**src/verilog/pwm_ctrl_pkg.sv**
```systemverilog
// constants, register map and types of the pwm fault, lock and time-base block
package pwm_ctrl_pkg;
    localparam int ADDR_W = 4;
    localparam int DATA_W = 16;

    // register word offsets
    localparam logic [3:0] OFS_TB_CTRL = 4'h0;
    localparam logic [3:0] OFS_PERIOD = 4'h1;
    localparam logic [3:0] OFS_SEV_CMP = 4'h2;
    localparam logic [3:0] OFS_KEY = 4'h3;
    localparam logic [3:0] OFS_OUT_CTRL = 4'h4;
    localparam logic [3:0] OFS_FAULT_CTRL = 4'h5;
    localparam logic [3:0] OFS_STATUS = 4'h6;

    // time-base control field positions
    localparam int TB_MODULE_ENABLE = 15;
    localparam int TB_IDLE_STOP = 13;
    localparam int TB_SE_PENDING = 12;
    localparam int TB_SE_IRQ_EN = 11;
    localparam int TB_IMM_PERIOD = 10;
    localparam int TB_SYNC_POL = 9;
    localparam int TB_SYNC_OEN = 8;
    localparam int TB_EXT_SYNC_EN = 7;
    localparam int TB_SRC_HI = 6;
    localparam int TB_SRC_LO = 4;
    localparam int TB_PS_HI = 3;
    localparam int TB_PS_LO = 0;
    localparam logic [15:0] TB_WR_MASK = 16'hafff;
    localparam logic [2:0] SRC_SYNC_PIN = 3'h0;

    // fault control layout
    localparam int FC_CLEAR = 15;
    localparam int FC_MODE_HI = 1;
    localparam int FC_MODE_LO = 0;
    localparam logic [1:0] FMODE_LATCHED = 2'h0;
    localparam logic [1:0] FMODE_CYCLE = 2'h1;

    // reset values
    localparam logic [15:0] RST_TB_CTRL = 16'h0000;
    localparam logic [15:0] RST_PERIOD = 16'hfff8;
    localparam logic [15:0] RST_SEV_CMP = 16'h0000;
    localparam logic [15:0] RST_OUT_CTRL = 16'h0000;
    localparam logic [15:0] RST_FAULT_CTRL = 16'h0000;
    localparam logic [15:0] ZERO_WORD = 16'h0000;
    localparam logic [15:0] ONE_WORD = 16'h0001;
    localparam logic [3:0] ZERO_NIB = 4'h0;
    localparam logic [3:0] ONE_NIB = 4'h1;

    // unlock keys
    localparam logic [15:0] UNLOCK_KEY1 = 16'habcd;
    localparam logic [15:0] UNLOCK_KEY2 = 16'h4321;

    typedef enum logic [1:0] {
        LOCK_ARMED = 2'b00,
        LOCK_KEY1_SEEN = 2'b01,
        LOCK_OPEN = 2'b11
    } lock_state_t;
endpackage

```
**src/verilog/pwm_fault_lock_timebase_ctrl.sv**
```systemverilog
// fault latch, register write lock and primary time base of the pwm unit
//
// Implementation choices: the register offsets and strobed register access.
`timescale 1ns/1ps
module pwm_fault_lock_timebase_ctrl (
    input wire logic ref_clk_i,
    input wire logic rst_n_i,
    input wire logic [3:0] reg_addr_i,
    input wire logic [15:0] reg_wdata_i,
    input wire logic reg_wr_i,
    input wire logic reg_rd_i,
    output logic [15:0] reg_rdata_o,
    input wire logic cpu_idle_i,
    input wire logic write_protect_config_bit_i,
    input wire logic special_event_ack_i,
    input wire logic class_b_fault_input_i,
    input wire logic external_sync_input_i,
    output logic sync_output_pin_o,
    output logic sync_output_oe_o,
    output logic special_event_trigger_o,
    output logic special_event_irq_o,
    output logic pwm_safe_o,
    output logic pwm_run_o,
    output logic [15:0] time_base_count_o,
    output logic [15:0] output_control_o
);
    // address match, shared by the write and read decode
    function automatic logic hit(input logic [3:0] addr,
                                 input logic [3:0] ofs);
        hit = (addr == ofs);
    endfunction

    logic [15:0] tb_ctrl_q;
    logic [15:0] period_buf_q;
    logic [15:0] active_period_q;
    logic [15:0] active_period_d;
    logic [15:0] sev_cmp_q;
    logic [15:0] out_ctrl_q;
    logic [15:0] fault_ctrl_q;
    logic [15:0] count_q;
    logic [15:0] count_d;
    logic [3:0] ps_cnt_q;
    logic [3:0] ps_cnt_d;
    logic pending_q;
    logic pending_d;
    logic fault_latched_q;
    logic fault_latched_d;
    logic lock_cfg_q;
    logic sync_lvl_q;
    logic [15:0] rd_word;

    // decoded strobes
    logic wr_tb;
    logic wr_period;
    logic wr_sev;
    logic wr_key;
    logic wr_out;
    logic wr_fault;
    logic prot_wr;
    logic grant;
    logic lock_open;
    assign wr_tb = reg_wr_i && hit(reg_addr_i, pwm_ctrl_pkg::OFS_TB_CTRL);
    assign wr_period = reg_wr_i && hit(reg_addr_i, pwm_ctrl_pkg::OFS_PERIOD);
    assign wr_sev = reg_wr_i && hit(reg_addr_i, pwm_ctrl_pkg::OFS_SEV_CMP);
    assign wr_key = reg_wr_i && hit(reg_addr_i, pwm_ctrl_pkg::OFS_KEY);
    assign wr_out = reg_wr_i && hit(reg_addr_i, pwm_ctrl_pkg::OFS_OUT_CTRL);
    assign wr_fault = reg_wr_i
        && hit(reg_addr_i, pwm_ctrl_pkg::OFS_FAULT_CTRL);
    assign prot_wr = wr_out || wr_fault;

    unlock_seq u_unlock (
        .ref_clk_i(ref_clk_i),
        .rst_n_i(rst_n_i),
        .access_i(reg_wr_i || reg_rd_i),
        .key_wr_i(wr_key),
        .key_data_i(reg_wdata_i),
        .prot_wr_i(prot_wr),
        .lock_cfg_i(lock_cfg_q),
        .grant_o(grant),
        .open_o(lock_open)
    );

    // pins cross into the clock domain before anything reads them
    logic fault_pin_s;
    logic sync_pin_s;
    sync2 #(.WIDTH(2)) u_pin_sync (
        .ref_clk_i(ref_clk_i),
        .rst_n_i(rst_n_i),
        .async_i({class_b_fault_input_i, external_sync_input_i}),
        .sync_o({fault_pin_s, sync_pin_s})
    );

    // control fields
    logic module_enable;
    logic idle_stop;
    logic irq_enable;
    logic imm_period;
    logic sync_pol;
    logic sync_oen;
    logic ext_sync_en;
    logic [2:0] sync_src;
    logic [3:0] postscale;
    logic [1:0] fault_mode;
    assign module_enable = tb_ctrl_q[pwm_ctrl_pkg::TB_MODULE_ENABLE];
    assign idle_stop = tb_ctrl_q[pwm_ctrl_pkg::TB_IDLE_STOP];
    assign irq_enable = tb_ctrl_q[pwm_ctrl_pkg::TB_SE_IRQ_EN];
    assign imm_period = tb_ctrl_q[pwm_ctrl_pkg::TB_IMM_PERIOD];
    assign sync_pol = tb_ctrl_q[pwm_ctrl_pkg::TB_SYNC_POL];
    assign sync_oen = tb_ctrl_q[pwm_ctrl_pkg::TB_SYNC_OEN];
    assign ext_sync_en = tb_ctrl_q[pwm_ctrl_pkg::TB_EXT_SYNC_EN];
    assign sync_src = tb_ctrl_q[pwm_ctrl_pkg::TB_SRC_HI:pwm_ctrl_pkg::TB_SRC_LO];
    assign postscale = tb_ctrl_q[pwm_ctrl_pkg::TB_PS_HI:pwm_ctrl_pkg::TB_PS_LO];
    assign fault_mode =
        fault_ctrl_q[pwm_ctrl_pkg::FC_MODE_HI:pwm_ctrl_pkg::FC_MODE_LO];

    // time base: halts in idle, restarts on sync or period match
    logic advance;
    logic sync_lvl;
    logic sync_edge;
    logic ext_restart;
    logic wrap;
    logic restart;
    logic sev_match;
    logic trigger;
    assign advance = module_enable && !(idle_stop && cpu_idle_i);
    assign sync_lvl = sync_pin_s ^ sync_pol;
    assign sync_edge = sync_lvl && !sync_lvl_q;
    // reserved source codes select nothing
    assign ext_restart = module_enable && ext_sync_en
        && (sync_src == pwm_ctrl_pkg::SRC_SYNC_PIN) && sync_edge;
    assign wrap = advance && (count_q >= active_period_q);
    assign restart = wrap || ext_restart;
    assign sev_match = advance && (count_q == sev_cmp_q);
    assign trigger = sev_match && (ps_cnt_q == postscale);

    assign count_d = !module_enable ? pwm_ctrl_pkg::ZERO_WORD
        : restart ? pwm_ctrl_pkg::ZERO_WORD
        : advance ? count_q + pwm_ctrl_pkg::ONE_WORD
        : count_q;
    assign ps_cnt_d = !module_enable ? pwm_ctrl_pkg::ZERO_NIB
        : trigger ? pwm_ctrl_pkg::ZERO_NIB
        : sev_match ? ps_cnt_q + pwm_ctrl_pkg::ONE_NIB
        : ps_cnt_q;
    // immediate load bypasses the buffer; otherwise wait for a restart
    assign active_period_d = (wr_period && imm_period) ? reg_wdata_i
        : restart ? period_buf_q
        : active_period_q;
    // a new event wins over the acknowledge in the same cycle
    assign pending_d = (trigger && irq_enable)
        || (pending_q && !special_event_ack_i);

    // fault: latched mode holds until software clears with the pin low
    logic fault_clear;
    logic safe_d;
    assign fault_clear = wr_fault && grant
        && reg_wdata_i[pwm_ctrl_pkg::FC_CLEAR];
    assign fault_latched_d = (fault_mode == pwm_ctrl_pkg::FMODE_LATCHED)
        && (fault_pin_s || (fault_latched_q && !fault_clear));
    assign safe_d = fault_latched_d
        || ((fault_mode == pwm_ctrl_pkg::FMODE_CYCLE) && fault_pin_s);

    // time base and event state
    always_ff @(posedge ref_clk_i) begin
        if (!rst_n_i) begin
            count_q <= pwm_ctrl_pkg::ZERO_WORD;
            ps_cnt_q <= pwm_ctrl_pkg::ZERO_NIB;
            active_period_q <= pwm_ctrl_pkg::RST_PERIOD;
            pending_q <= 1'b0;
            sync_lvl_q <= 1'b0;
        end else begin
            count_q <= count_d;
            ps_cnt_q <= ps_cnt_d;
            active_period_q <= active_period_d;
            pending_q <= pending_d;
            sync_lvl_q <= sync_lvl;
        end
    end

    // config strap is caught while reset is held, then frozen
    always_ff @(posedge ref_clk_i) begin
        if (!rst_n_i) begin
            lock_cfg_q <= write_protect_config_bit_i;
        end
    end

    // software registers; protected ones only take granted writes
    always_ff @(posedge ref_clk_i) begin
        if (!rst_n_i) begin
            tb_ctrl_q <= pwm_ctrl_pkg::RST_TB_CTRL;
            period_buf_q <= pwm_ctrl_pkg::RST_PERIOD;
            sev_cmp_q <= pwm_ctrl_pkg::RST_SEV_CMP;
            out_ctrl_q <= pwm_ctrl_pkg::RST_OUT_CTRL;
            fault_ctrl_q <= pwm_ctrl_pkg::RST_FAULT_CTRL;
            fault_latched_q <= 1'b1;
        end else begin
            fault_latched_q <= fault_latched_d;
            if (wr_tb) begin
                tb_ctrl_q <= reg_wdata_i & pwm_ctrl_pkg::TB_WR_MASK;
            end
            if (wr_period) begin
                period_buf_q <= reg_wdata_i;
            end
            if (wr_sev) begin
                sev_cmp_q <= reg_wdata_i;
            end
            if (wr_out && grant) begin
                out_ctrl_q <= reg_wdata_i;
            end
            // mode field does not look at the fault pin level
            if (wr_fault && grant) begin
                fault_ctrl_q <= reg_wdata_i;
            end
        end
    end

    // read mux; write-only key and unmapped words read zero
    logic [15:0] tb_read;
    logic [15:0] status_word;
    assign tb_read = tb_ctrl_q
        | ({15'h0000, pending_q} << pwm_ctrl_pkg::TB_SE_PENDING);
    assign status_word = {12'h000, fault_pin_s, lock_cfg_q, !lock_open,
                          fault_latched_q};
    assign rd_word =
        hit(reg_addr_i, pwm_ctrl_pkg::OFS_TB_CTRL) ? tb_read
        : hit(reg_addr_i, pwm_ctrl_pkg::OFS_PERIOD) ? period_buf_q
        : hit(reg_addr_i, pwm_ctrl_pkg::OFS_SEV_CMP) ? sev_cmp_q
        : hit(reg_addr_i, pwm_ctrl_pkg::OFS_OUT_CTRL) ? out_ctrl_q
        : hit(reg_addr_i, pwm_ctrl_pkg::OFS_FAULT_CTRL) ? fault_ctrl_q
        : hit(reg_addr_i, pwm_ctrl_pkg::OFS_STATUS) ? status_word
        : pwm_ctrl_pkg::ZERO_WORD;

    // registered outputs; sync pulse marks each time-base restart
    always_ff @(posedge ref_clk_i) begin
        if (!rst_n_i) begin
            reg_rdata_o <= pwm_ctrl_pkg::ZERO_WORD;
            sync_output_pin_o <= 1'b0;
            sync_output_oe_o <= 1'b0;
            special_event_trigger_o <= 1'b0;
            special_event_irq_o <= 1'b0;
            pwm_safe_o <= 1'b1;
            pwm_run_o <= 1'b0;
            time_base_count_o <= pwm_ctrl_pkg::ZERO_WORD;
            output_control_o <= pwm_ctrl_pkg::RST_OUT_CTRL;
        end else begin
            reg_rdata_o <= reg_rd_i ? rd_word : pwm_ctrl_pkg::ZERO_WORD;
            sync_output_pin_o <= sync_oen && (restart ^ sync_pol);
            sync_output_oe_o <= sync_oen;
            special_event_trigger_o <= trigger;
            special_event_irq_o <= pending_d;
            pwm_safe_o <= safe_d;
            pwm_run_o <= module_enable;
            time_base_count_o <= count_d;
            output_control_o <= (wr_out && grant) ? reg_wdata_i : out_ctrl_q;
        end
    end
endmodule // pwm_fault_lock_timebase_ctrl

```
**src/verilog/sync2.sv**
```systemverilog
// two-flop synchroniser for pins from outside the clock domain
`timescale 1ns/1ps
module sync2 #(
    parameter int WIDTH = 1
) (
    input wire logic ref_clk_i,
    input wire logic rst_n_i,
    input wire logic [WIDTH-1:0] async_i,
    output logic [WIDTH-1:0] sync_o
);
    logic [WIDTH-1:0] meta_q;
    logic [WIDTH-1:0] sync_q;

    // first stage feeds only the second stage
    always_ff @(posedge ref_clk_i) begin
        if (!rst_n_i) begin
            meta_q <= '0;
            sync_q <= '0;
        end else begin
            meta_q <= async_i;
            sync_q <= meta_q;
        end
    end

    assign sync_o = sync_q;
endmodule // sync2

```
**src/verilog/unlock_seq.sv**
```systemverilog
// key-sequence write-protection state machine for protected registers
`timescale 1ns/1ps
module unlock_seq (
    input wire logic ref_clk_i,
    input wire logic rst_n_i,
    input wire logic access_i,
    input wire logic key_wr_i,
    input wire logic [15:0] key_data_i,
    input wire logic prot_wr_i,
    input wire logic lock_cfg_i,
    output logic grant_o,
    output logic open_o
);
    pwm_ctrl_pkg::lock_state_t state_q;
    pwm_ctrl_pkg::lock_state_t state_d;
    logic key1_hit;
    logic key2_hit;

    assign key1_hit = key_wr_i && (key_data_i == pwm_ctrl_pkg::UNLOCK_KEY1);
    assign key2_hit = key_wr_i && (key_data_i == pwm_ctrl_pkg::UNLOCK_KEY2);

    // every access but a repeated first key advances or breaks the sequence; open lasts one access
    always_comb begin
        state_d = state_q;
        if (access_i) begin
            unique case (state_q)
                pwm_ctrl_pkg::LOCK_ARMED:
                    state_d = key1_hit ? pwm_ctrl_pkg::LOCK_KEY1_SEEN
                                       : pwm_ctrl_pkg::LOCK_ARMED;
                pwm_ctrl_pkg::LOCK_KEY1_SEEN: begin
                    if (key2_hit) begin
                        state_d = pwm_ctrl_pkg::LOCK_OPEN;
                    end else if (key1_hit) begin
                        state_d = pwm_ctrl_pkg::LOCK_KEY1_SEEN;
                    end else begin
                        state_d = pwm_ctrl_pkg::LOCK_ARMED;
                    end
                end
                pwm_ctrl_pkg::LOCK_OPEN:
                    state_d = pwm_ctrl_pkg::LOCK_ARMED;
                default:
                    state_d = pwm_ctrl_pkg::LOCK_ARMED;
            endcase
        end
    end

    always_ff @(posedge ref_clk_i) begin
        if (!rst_n_i) begin
            state_q <= pwm_ctrl_pkg::LOCK_ARMED;
        end else begin
            state_q <= state_d;
        end
    end

    // with protection strapped on, only the access right after the second key may write
    assign open_o = (state_q == pwm_ctrl_pkg::LOCK_OPEN);
    assign grant_o = prot_wr_i && (!lock_cfg_i || open_o);
endmodule // unlock_seq
```
**config.mk**
```make
export PLATFORM = sky130hd
export DESIGN_NAME = pwm_fault_lock_timebase_ctrl
export DESIGN_NICKNAME = d
export VERILOG_FILES = /design/src/verilog/pwm_ctrl_pkg.sv /design/src/verilog/pwm_fault_lock_timebase_ctrl.sv /design/src/verilog/sync2.sv /design/src/verilog/unlock_seq.sv
export SDC_FILE = /design/constraint.sdc
export NUM_CORES = 1
export LEC_CHECK = 0
export BUFFER_PORTS_ARGS = -buffer_cell sky130_fd_sc_hd__buf_4
export CORE_MARGIN = 5
export CORE_UTILIZATION = 52
export CTS_CLUSTER_SIZE = 28
export DETAILED_ROUTE_END_ITERATION = 16
export GPL_TIMING_DRIVEN = 0
export PLACE_DENSITY_LB_ADDON = 0.15
export SYNTH_ARGS = -nofsm -noshare
export SYNTH_HDL_FRONTEND = slang
export SYNTH_SLANG_ARGS = --single-unit
```
**constraint.sdc**
```tcl
create_clock -name ref_clk_i -period 2.3 [get_ports ref_clk_i]
set_input_delay 0.575 -clock ref_clk_i [delete_from_list [all_inputs] [get_ports ref_clk_i]]
set_output_delay 0.575 -clock ref_clk_i [all_outputs]
set_load 0.02 [all_outputs]
```
* Word-level counts from Yosys, hierarchy flattened
Cells that the tools add are included.
** Operators by class
- $add $sub $neg :: 2
- Magnitude comparators :: 1
- Eq/ne operators :: 13
- Mux-type cells :: 11
- Bitwise logic cells :: 5
- Reductions and logical operators :: 49
** Operators with widths (count)
- $mux 16 :: 7
- $logic_and 1x1->1 :: 28
- $add 16x1->16 const B :: 1
- $eq 16x15->1 const B :: 1
- $eq 16x16->1 :: 1
- $eq 16x16->1 const B :: 1
- $ge 16x16->1 :: 1
- $or 16x13->16 :: 1
- $eq 4x3->1 const B :: 3
- $eq 4x2->1 const B :: 2
- $logic_or 1x1->1 :: 7
- $logic_not 1->1 :: 6
- $reduce_or 3->1 :: 2
- $add 4x1->4 const B :: 1
- $eq 2x1->1 const B :: 2
- $eq 4x1->1 const B :: 1
- $eq 4x4->1 :: 1
- $logic_not 2->1 :: 2
- $logic_not 4->1 :: 1
- $mux 4 :: 1
- $pmux 2 s2 :: 1
- $logic_not 3->1 :: 1
- $eq 2x2->1 const B :: 1
- $mux 2 :: 1
- other kinds (5) :: 7
** Storage, ports and cells
- Flip-flop bits (word level) :: 145
- Input port bits :: 29
- Output and inout bits :: 54
- Word-level logic and storage cells :: 102

* Logic depth before layout (Yosys ltp)
Gate-level depths: netlist (run 1).
- Word-level depth :: 11
- Gate-level depth with buffers :: 10

* Hierarchy
A second synthesis (run 1) with hierarchy kept.
** Unflattened totals
- Cells, all modules :: 814
- Area total of the unflattened synthesis :: 6661.4 um2
** Modules (own cells, without submodules)
- pwm_fault_lock_timebase_ctrl :: instances 1, cells each 785, area an instance 6388.6 um2, sequential area each 2792.7 um2
- unlock_seq :: instances 1, cells each 21, area an instance 167.7 um2, sequential area each 40.0 um2
- sync2 :: instances 1, cells each 8, area an instance 105.1 um2, sequential area each 80.1 um2

* Worst setup path after synthesis (run 1)
Ideal clock, no wire load.
- Kind :: flip-flop to flip-flop
- Start :: register, netlist name time_base_count_o[13]
- End :: register active_period_q[12]
- Arrival time :: 2.308 ns
- Data required time :: 2.169 ns
- Slack :: -0.139 ns
- Stages on the path, launching flop included :: 10
- Clock period less this slack :: 2.439 ns
- Cells stage by stage :: dfxtp_1 -> ha_1 -> nand4_1 -> or2_2 -> o31a_2 -> a32o_1 -> buf_6 -> buf_6 -> a211oi_1 -> o21ai_1
** RTL lines
- end signal, assigned :: line pwm_fault_lock_timebase_ctrl.sv:167 : active_period_q <= pwm_ctrl_pkg::RST_PERIOD;
- end signal, assigned :: line pwm_fault_lock_timebase_ctrl.sv:173 : active_period_q <= active_period_d;
- end, declared :: line pwm_fault_lock_timebase_ctrl.sv:35 : logic [15:0] active_period_q;

* Worst setup path after layout (run 1)
- Start :: register active_period_q[7]
- End :: register active_period_q[3]
** Between the ends
- Cells in the longest elaborated chain, start to end :: 4
** Ends and longest elaborated chain
- $ge 16x16->1 :: line pwm_fault_lock_timebase_ctrl.sv:131 : assign wrap = advance && (count_q >= active_period_q);
- $logic_and 1x1->1 :: line pwm_fault_lock_timebase_ctrl.sv:131
- $logic_or 1x1->1 :: line pwm_fault_lock_timebase_ctrl.sv:132 : assign restart = wrap || ext_restart;
- $reduce_bool 2->1 (no line)
Every way passes these cells.
A chain may end at the register's enable or synchronous reset.

==> flow_metrics.tcl, run 1 <==
set metrics [dict create \
    cp-end-kind "flip-flop" \
    portBuffers 72 \
    synth_ff_type "dfxtp_1" \
    cts.sinks 145 \
    ys_warn_count 0 \
    grt_max_degree 17 \
    synthTopCellsByArea "dfxtp_1, nand2_1, a21oi_1, nand3_1, ha_1" \
    cts_tree "built" \
    wl_um 22400 \
    reg2reg_from "active_period_q[7]" \
    p_per_area_mw_per_mm2 669 \
    syn_area_per_cell_sq_um 8.15 \
    yosysTopAreaCell "dfxtp_1" \
    clk_pin_slew_ps 60 \
    hpwl_um 15700 \
    design.die.area_sq_mm 0.0149 \
    utilization 0.697 \
    finalSetupViolations 31 \
    critPathLaunchType "flip-flop" \
    cts-root-buf "clkbuf_16" \
    die_x_um 122 \
    cp_top_family "compound AO/OA/AOI/OAI gates" \
    die_h_um 122 \
    antenna_cells 0 \
    synth-edff-count 1 \
    antenna_found_initial 0 \
    status "finished with violations" \
    synth_top_area_frac 0.443 \
    slew_viol_final 0 \
    ff2ff_setup_slack_ps -170 \
    syn_inst 799 \
    critical_path_class "reg -> reg" \
    skew_ps 13.3 \
    cp_data_required_time_ps 2590 \
    grt_overflow_total 0 \
    whs_path_depth 1 \
    cp_slowest_cell "or3_4" \
    clock.fmax_mhz 405 \
    drc 0 \
    rows 40 \
    violations "negative setup slack" \
    drt-pass1-iter-count 8 \
    cp_data_arrival_time_ps 2750 \
    p_leak_nw 3.28 \
    ys_types 59 \
    grt_pass1_wl_um 33500 \
    dp_cells 1039 \
    worstPathMaxFanout 5 \
    peakVddDrop_v 0.000531 \
    cts_buffers 17 \
    layout.nets 964 \
    track_usage 0.298 \
    fin_crit_sh 1.07 \
    final_cells 1097 \
    hold_violations 0 \
    cts_hold_buf 0 \
    r2r_cells 10 \
    slew_headroom 0.451 \
    antenna_left 0 \
    gp_congestion 0.929 \
    wl_per_cell_um 20.4 \
    r2r_end "active_period_q[3]" \
    synth_seq_cells 145 \
    holdPathEnd "lock_cfg_q" \
    ctsHtreeMaxLevel 4 \
    path_cells "inv_2 > ha_4 > nand3_2 > or3_4 > o31a_4 > a32o_2 > buf_6 > buf_12 > a211oi_4 > o21ai_1" \
    worstMarginPinSlew_ps 816 \
    vias_per_cell 6.07 \
    hp-start "write_protect_config_bit_i" \
    area_delta_synth_final_pct 30.1 \
    clockBufferDepth 2 \
    grt_pass1_vias 6180 \
    drt-initial-drc-count 778 \
    io_pins 83 \
    synth_nets 846 \
    ys_async_sr_fraction 0 \
    fin_ws_ps -170 \
    hp-class "in -> reg" \
    synth-seq-area-share 0.447 \
    hold_slack_ps 325 \
    core_sq_mm 0.0122 \
    initial_core_util 0.536 \
    netlist_area_sq_mm 0.00651 \
    max_stage_delay_ps 400 \
    num_vias 6662 \
    clk_latency_ps 430 \
    worst-path-buf-inv 3 \
    period_minus_slack_ps 2470 \
    drive_gt1_frac 0.242 \
    grt_setup_unrepaired "yes" \
    drv_cap 0 \
]
[power by group]
group | internal (W) | total, W | leakage (nW) | switching (W)
Combinational | 0.0000922 | 0.000297 | 1.82 | 0.000205
Sequential | 0.00253 | 0.00256 | 1.18 | 0.0000259
Clock | 0.00175 | 0.00281 | 0.281 | 0.00106
[cell families (layout without fill, tap and decap cells)]
group,Yosys count,in the layout,share of synthesized area
xor+xnor,36,36,0.0484
buf+inv,82,212,0.0532
simple gates,323,323,0.228
compound gates,192,192,0.184
flops,145,145,0.447
mux,3,3,0.00461
fa+ha+maj,18,18,0.0346
[synthesized netlist by cell type (all sizes together), types with 2 or more instances]
| cell | number |
|---|---|
| nand2 | 161 |
| dfxtp | 144 |
| a21oi | 95 |
| nand3 | 54 |
| nor2 | 44 |
| clkbuf | 43 |
| inv | 23 |
| o21ai | 20 |
| ha | 18 |
| xnor2 | 18 |
| xor2 | 18 |
| a22oi | 16 |
| buf | 16 |
| a222oi | 15 |
| a211oi | 14 |
| a31oi | 14 |
| nand4 | 13 |
| and2 | 9 |
| nor3 | 9 |
| nand2b | 5 |
| nor4 | 5 |
| nor4b | 5 |
| o21a | 4 |
| or3 | 4 |
| mux2i | 3 |
| a21boi | 2 |
| nor2b | 2 |
| o31a | 2 |
| or4 | 2 |
[per-stage QoR]
stage | instance area [sq um] | total power (W) | setup slack, ps | TNS (ps)
2_1_floorplan | 6560 | 0.00276 | -2.63 | -13.1
3_3_place_gp | 7310 | 0.00289 | -798 | -28260
3_5_place_dp | 7310 | 0.00290 | -874 | -33970
4_1_cts | 8320 | 0.00565 | -79.0 | -1400
5_1_grt | 8470 | 0.00580 | -234 | -5260
6_report | 8470 | 0.00567 | -170 | -3100
[worst max-delay path by stage]
stage,start,endpoint,slack (ps),cells after the start
after floorplan,time_base_count_o[7],active_period_q[12],-3,9
after global placement,reg_addr_i[1],active_period_q[11],-800,9
after detailed placement,reg_addr_i[1],active_period_q[11],-870,9
after CTS,active_period_q[7],active_period_q[2],-80,10
after global routing,active_period_q[15],active_period_q[14],-230,10
final,active_period_q[7],active_period_q[3],-170,10
[state kept, by name, summed over array words and instances, names as in the netlist, 4 cells and up]
register	flops
active_period_q	16
fault_ctrl_q	16
output_control_o	16
period_buf_q	16
reg_rdata_o	16
sev_cmp_q	16
time_base_count_o	16
tb_ctrl_q	14
ps_cnt_q	4
[layout make-up]
class | count | area [sq um]
Inverter | 23 | 86.3
Clock buffer | 21 | 460
Buffer | 58 | 278
Tap cell | 168 | 210
Clock inverter | 10 | 135
Fill cell | 995 | 3690
Timing Repair Buffer | 100 | 806
Multi-Input combinational cell | 572 | 3540
Sequential cell | 145 | 2950
[layout by cell type (no fill, tap or decap), types with 5 or more instances in the layout]
cell type,n
nand2_1,160
dfxtp_1,125
buf_4,94
a21oi_1,93
nand3_1,53
clkbuf_1,39
nor2_1,32
xnor2_1,18
xor2_1,18
inv_1,17
clkbuf_16,17
a22oi_1,16
a222oi_1,15
o21ai_1,14
a31oi_1,14
nand4_1,13
ha_1,13
buf_2,12
a211oi_2,12
dfxtp_2,12
nor3_1,8
and2_1,7
nor2_2,7
dfxtp_4,7
inv_2,6
o21ai_0,6
nand2b_1,5
buf_6,5
clkbuf_2,5
nor2_4,5
ha_4,5
[routing by layer]
metal	global-route usage	vias to the layer above	wire, um
met5	0	-	0
met4	0.109	0	687
met3	0.0901	48	2270
met2	0.479	378	10500
met1	0.379	3193	8940
li1	-	3043	-
[what timing repair did]
action                                  4_1_cts  5_1_grt
resized for setup                            57       42
gates cloned                                  3        0
setup buffers                                22        3
endpoints found under the setup margin       40       60
pin swaps                                    31       17
Power figures use the tool's default switching activity.
==> run 2: changes to the inputs <==
--- a/config.mk
+++ b/config.mk
@@ -6,7 +6,7 @@
 export NUM_CORES = 1
 export LEC_CHECK = 0
 export BUFFER_PORTS_ARGS = -buffer_cell sky130_fd_sc_hd__buf_4
-export CORE_MARGIN = 5
+export CORE_MARGIN = 1.5
 export CORE_UTILIZATION = 52
 export CTS_CLUSTER_SIZE = 28
 export DETAILED_ROUTE_END_ITERATION = 16
==> flow_metrics.tcl, run 2 (synthesized netlist as in run 1, its figures left out) <==
set metrics [dict create \
    initial_core_util 0.538 \
    gr-usage-met3 0.0901 \
    drv_cap 0 \
    clockBufferDepth 2 \
    ctsHtreeMaxLevel 4 \
    fin_ws_ps -143 \
    cts-root-buf "clkbuf_16" \
    cts_hold_buf 0 \
    design_area_sq_mm 0.00848 \
    cts_buffers 17 \
    drt-pass1-iter-count 8 \
    antenna_cells 0 \
    fin_crit_sh 1.06 \
    reg2reg_from "active_period_q[9]" \
    slew_headroom 0.464 \
    max_stage_delay_ps 350 \
    p_leak_nw 3.17 \
    internal_power_w 0.00441 \
    drive_gt1_frac 0.247 \
    design.die.area_sq_mm 0.0132 \
    clk_pin_slew_ps 60 \
    track_usage 0.339 \
    violations "negative setup slack" \
    place_area_sq_mm 0.00731 \
    core_sq_mm 0.0121 \
    grt_pass1_wl_um 33700 \
    whs_path_depth 1 \
    drc 0 \
    layout_commonest_cell "nand2_1" \
    die_x_um 115 \
    hold_slack_ps 321 \
    worstMarginPinSlew_ps 801 \
    top_usage_layer "met2" \
    hp-class "in -> reg" \
    critical_path_class "reg -> reg" \
    grt_util_met2 0.542 \
    clk_latency_ps 430 \
    vias_per_cell 6.08 \
    worstPathMaxFanout 6 \
    cp-end-kind "flip-flop" \
    finalSetupViolations 26 \
    layout.nets 961 \
    antenna_left 0 \
    cp_data_arrival_time_ps 2740 \
    clkPwrFrac 0.501 \
    wl_um 22400 \
    switching_power_w 0.00131 \
    antenna_found_initial 0 \
    gp_congestion 0.921 \
    seqPwrFrac 0.447 \
    hpwl_um 15200 \
    cts_tree "built" \
    grt_setup_unrepaired "yes" \
    peakVddDrop_v 0.000598 \
    num_vias 6660 \
    critPathLaunchType "flip-flop" \
    grt_overflow_total 0 \
    skew_ps 6.64 \
    worst-path-buf-inv 3 \
    cts.sinks 145 \
    utilization 0.700 \
    holdPathEnd "lock_cfg_q" \
    slew_viol_final 0 \
    io_pins 83 \
    fill_cells 995 \
    r2r_end "active_period_q[15]" \
    area_delta_synth_final_pct 30.1 \
    mostFrequentLayoutCells "nand2_1, dfxtp_1, a21oi_1, buf_4, nand3_1" \
    path_cells "inv_2 > ha_4 > nand4_1 > or2_4 > o31a_4 > a32o_2 > buf_8 > buf_12 > a211oi_2 > o21ai_1" \
    cp_top_family "compound AO/OA/AOI/OAI gates" \
    period_minus_slack_ps 2440 \
    grt_max_degree 17 \
    drt-initial-drc-count 1073 \
    status "finished with violations" \
    switching_share 0.229 \
    grt_pass1_vias 6210 \
    clock.fmax_mhz 409 \
    use_met1 0.438 \
    die_h_um 115 \
    ff2ff_setup_slack_ps -140 \
    hold_violations 0 \
    cp_data_required_time_ps 2590 \
    wl_per_cell_um 20.5 \
    portBuffers 72 \
    fin_tns_setup_ps -1510 \
    hp-start "write_protect_config_bit_i" \
    r2r_cells 10 \
    cp_slowest_cell "dfxtp_2" \
    rows 40 \
    p_comb_frac 0.052 \
    p_per_area_mw_per_mm2 675 \
]
-- run 2: cell types whose count changed in the layout (fill, tap and decap cells not counted), sizes merged --
cell    delta
clkbuf     +3
clkinv     -1
buf        -4
-- run 2: worst register-to-register path: stages (launching register included) --
cell      delay (ps)
dfxtp_2          350
inv_2             50
ha_4             260
nand4_1          120
or2_4            280
o31a_4           350
a32o_2           270
buf_8            160
buf_12           140
a211oi_2         220
o21ai_1          110
-- run 2: cell type report --
cell class | count | area, sq um | share of cell area
timing repair buffer | 96 | 742 | 0.0875
clock buffer | 23 | 478 | 0.0564
buffer | 59 | 292 | 0.0344
sequential | 145 | 2970 | 0.351
clock inverter | 9 | 130 | 0.0154
inverter | 23 | 86.3 | 0.0102
multi-input combinational | 572 | 3570 | 0.421
tap | 168 | 210 | 0.0248
-- run 2: worst max-delay path by stage --
stage,from,end,slack (ps),depth (start not counted)
after floorplan,time_base_count_o[7],active_period_q[12],-3,9
after global placement,reg_addr_i[1],active_period_q[11],-750,9
after detailed placement,reg_addr_i[1],active_period_q[11],-840,9
after CTS,active_period_q[4],active_period_q[14],-90,10
after global routing,active_period_q[11],active_period_q[15],-220,10
final,active_period_q[9],active_period_q[15],-140,10
-- run 2: metal layers --
layer / part of all wire / wire [um]
met1: 0.40 / 8960
met2: 0.46 / 10300
met3: 0.10 / 2260
met4: 0.042 / 948
met5: 0 / 0
-- run 2: power by group through the flow --
| stage | logic (W) | registers [W] | clock network (W) |
|---|---|---|---|
| floorplan | 0.000148 | 0.00262 | 0 |
| global placement | 0.000269 | 0.00262 | 0 |
| detailed placement | 0.000275 | 0.00262 | 0 |
| CTS | 0.000281 | 0.00256 | 0.00286 |
| global route | 0.000311 | 0.00256 | 0.00298 |
| finish | 0.000296 | 0.00256 | 0.00287 |
-- run 2: through the flow --
| step | worst slack, ps | power (W) | cells |
|---|---|---|---|
| floorplan | -2.63 | 0.00276 | 799 |
| global placement | -747 | 0.00289 | 1039 |
| detailed placement | -844 | 0.00289 | 1039 |
| CTS | -85.2 | 0.00570 | 1089 |
| global route | -220 | 0.00585 | 1095 |
| finish | -143 | 0.00572 | 1095 |
-- run 2: timing repair --
action / in CTS / in global routing
gates cloned: 3 / 0
pin swaps: 24 / 14
endpoints found under the setup margin: 38 / 67
setup buffers: 15 / 6
resized for setup: 59 / 40
==> run 3: changes to the inputs <==
--- a/config.mk
+++ b/config.mk
@@ -5,13 +5,14 @@
 export SDC_FILE = /design/constraint.sdc
 export NUM_CORES = 1
 export LEC_CHECK = 0
-export BUFFER_PORTS_ARGS = -buffer_cell sky130_fd_sc_hd__buf_4
+export BUFFER_PORTS_ARGS = -buffer_cell sky130_fd_sc_hd__buf_2
 export CORE_MARGIN = 1.5
 export CORE_UTILIZATION = 52
 export CTS_CLUSTER_SIZE = 28
 export DETAILED_ROUTE_END_ITERATION = 16
 export GPL_TIMING_DRIVEN = 0
 export PLACE_DENSITY_LB_ADDON = 0.15
+export SLEW_MARGIN = 0
 export SYNTH_ARGS = -nofsm -noshare
 export SYNTH_HDL_FRONTEND = slang
 export SYNTH_SLANG_ARGS = --single-unit
==> flow_metrics.tcl, run 3 (synthesized netlist as in run 1, its figures left out) <==
set metrics [dict create \
    status "finished with violations" \
    violations "negative setup slack" \
    wl_um 22400 \
    drc 0 \
    cp_data_arrival_time_ps 2710 \
    p_comb_frac 0.049 \
    critPathLaunchType "flip-flop" \
    drv_cap 0 \
    cts-root-buf "clkbuf_16" \
    clkPwrFrac 0.505 \
    grt_pass1_vias 5968 \
    clockBufferDepth 2 \
    cts_buffers 17 \
    hpwl_um 15100 \
    grt_pass1_wl_um 32600 \
    cp-end-kind "flip-flop" \
    num_vias 6713 \
    peakVddDrop_v 0.000519 \
    mostFrequentLayoutCells "nand2_1, dfxtp_1, a21oi_1, buf_2, nand3_1" \
    vias_per_cell 6.13 \
    cts_tree "built" \
    initial_core_util 0.538 \
    clk_pin_slew_ps 60 \
    slew_headroom 0.418 \
    antenna_left 0 \
    track_usage 0.328 \
    worstMarginPinSlew_ps 871 \
    p_per_area_mw_per_mm2 692 \
    antenna_found_initial 0 \
    regArea_sq_mm 0.00296 \
    path_cells "inv_1 > ha_2 > o21ai_0 > or3_4 > o31a_4 > a32o_2 > buf_8 > buf_12 > a211oi_2 > o21ai_1" \
    drt-pass1-iter-count 9 \
    skew_ps 8.56 \
    multi_input_area_sq_mm 0.00355 \
    hp-class "in -> reg" \
    grt_setup_unrepaired "yes" \
    power_w 0.00574 \
    grt_max_degree 17 \
    hold_violations 0 \
    die_x_um 115 \
    core_sq_mm 0.0121 \
    fin_ws_ps -116 \
    slew_viol_final 0 \
    drive_gt1_frac 0.245 \
    cp_top_family "compound AO/OA/AOI/OAI gates" \
    clock.fmax_mhz 414 \
    switching_power_w 0.00136 \
    io_pins 83 \
    gp_congestion 0.938 \
    finalSetupViolations 19 \
    rows 40 \
    drt-initial-drc-count 917 \
    critical_path_class "reg -> reg" \
    internal_power_w 0.00438 \
    wl_per_cell_um 20.5 \
    seqPwrFrac 0.446 \
    p_leak_nw 3.21 \
    cts.sinks 145 \
    worst-path-buf-inv 3 \
    dp_slack_ps -743 \
    clk_latency_ps 430 \
    worstPathMaxFanout 6 \
    layout_commonest_cell "nand2_1" \
    fill_cells 995 \
    grt_overflow_total 0 \
    layout.nets 962 \
    fin_crit_sh 1.05 \
    cp_slowest_cell "dfxtp_2" \
    switching_share 0.236 \
    design.die.area_sq_mm 0.0132 \
    max_stage_delay_ps 360 \
    ctsHtreeMaxLevel 4 \
    antenna_cells 0 \
    die_h_um 115 \
    portBuffers 72 \
    area_delta_synth_final_pct 27.3 \
    period_minus_slack_ps 2420 \
    cp_data_required_time_ps 2590 \
]
-- run 3: final cells by class --
class | count | share of cell area
clock buffer | 21 | 0.0555
sequential | 145 | 0.357
tap | 168 | 0.0254
buffer | 59 | 0.0361
timing repair buffer | 97 | 0.0687
inverter | 23 | 0.0104
multi-input combinational | 572 | 0.428
clock inverter | 11 | 0.0186
-- run 3: final timing paths --
path                         startpoint              endpoint  slack [ps]  depth (start not counted)
max                  active_period_q[3]   active_period_q[12]        -120                         10
min          write_protect_config_bit_i            lock_cfg_q         320                          1
max reg2reg          active_period_q[3]   active_period_q[12]        -120                         10
min reg2reg        u_pin_sync.meta_q[0]  u_pin_sync.sync_o[0]         440                          1
-- run 3: stage by stage --
step	utilization	instances	instance area (sq um)	TNS, ps	hold WS, ps
after global routing	0.685	1096	8290	-3030	314
after floorplan	-	799	6560	-13.1	412
final	0.685	1096	8290	-1320	323
after global placement	0.589	1039	7130	-25890	419
after detailed placement	0.589	1039	7130	-32760	428
after CTS	0.653	1077	7910	-638	312
-- run 3: metal layers --
metal | vias up | GRT usage | part of all wire
met5 | - | 0 | 0
met4 | 0 | 0.146 | 0.035
met3 | 60 | 0.0691 | 0.097
met2 | 427 | 0.520 | 0.47
met1 | 3190 | 0.433 | 0.39
li1 | 3036 | - | -
-- run 3: repair_timing --
item | in CTS | in global routing
cloned | 0 | 2
pin swaps | 7 | 25
hold buffers | 0 | 0
setup endpoints to repair | 34 | 70
gates resized for setup | 31 | 64
buffers inserted | 6 | 17
-- run 3: power by group through the flow --
stage / Combinational [W] / Clock (W) / Sequential, W
2_1_floorplan: 0.000148 / 0 / 0.00262
3_3_place_gp: 0.000255 / 0 / 0.00262
3_5_place_dp: 0.000262 / 0 / 0.00262
4_1_cts: 0.000266 / 0.00289 / 0.00256
5_1_grt: 0.000300 / 0.00300 / 0.00256
6_report: 0.000284 / 0.00290 / 0.00256
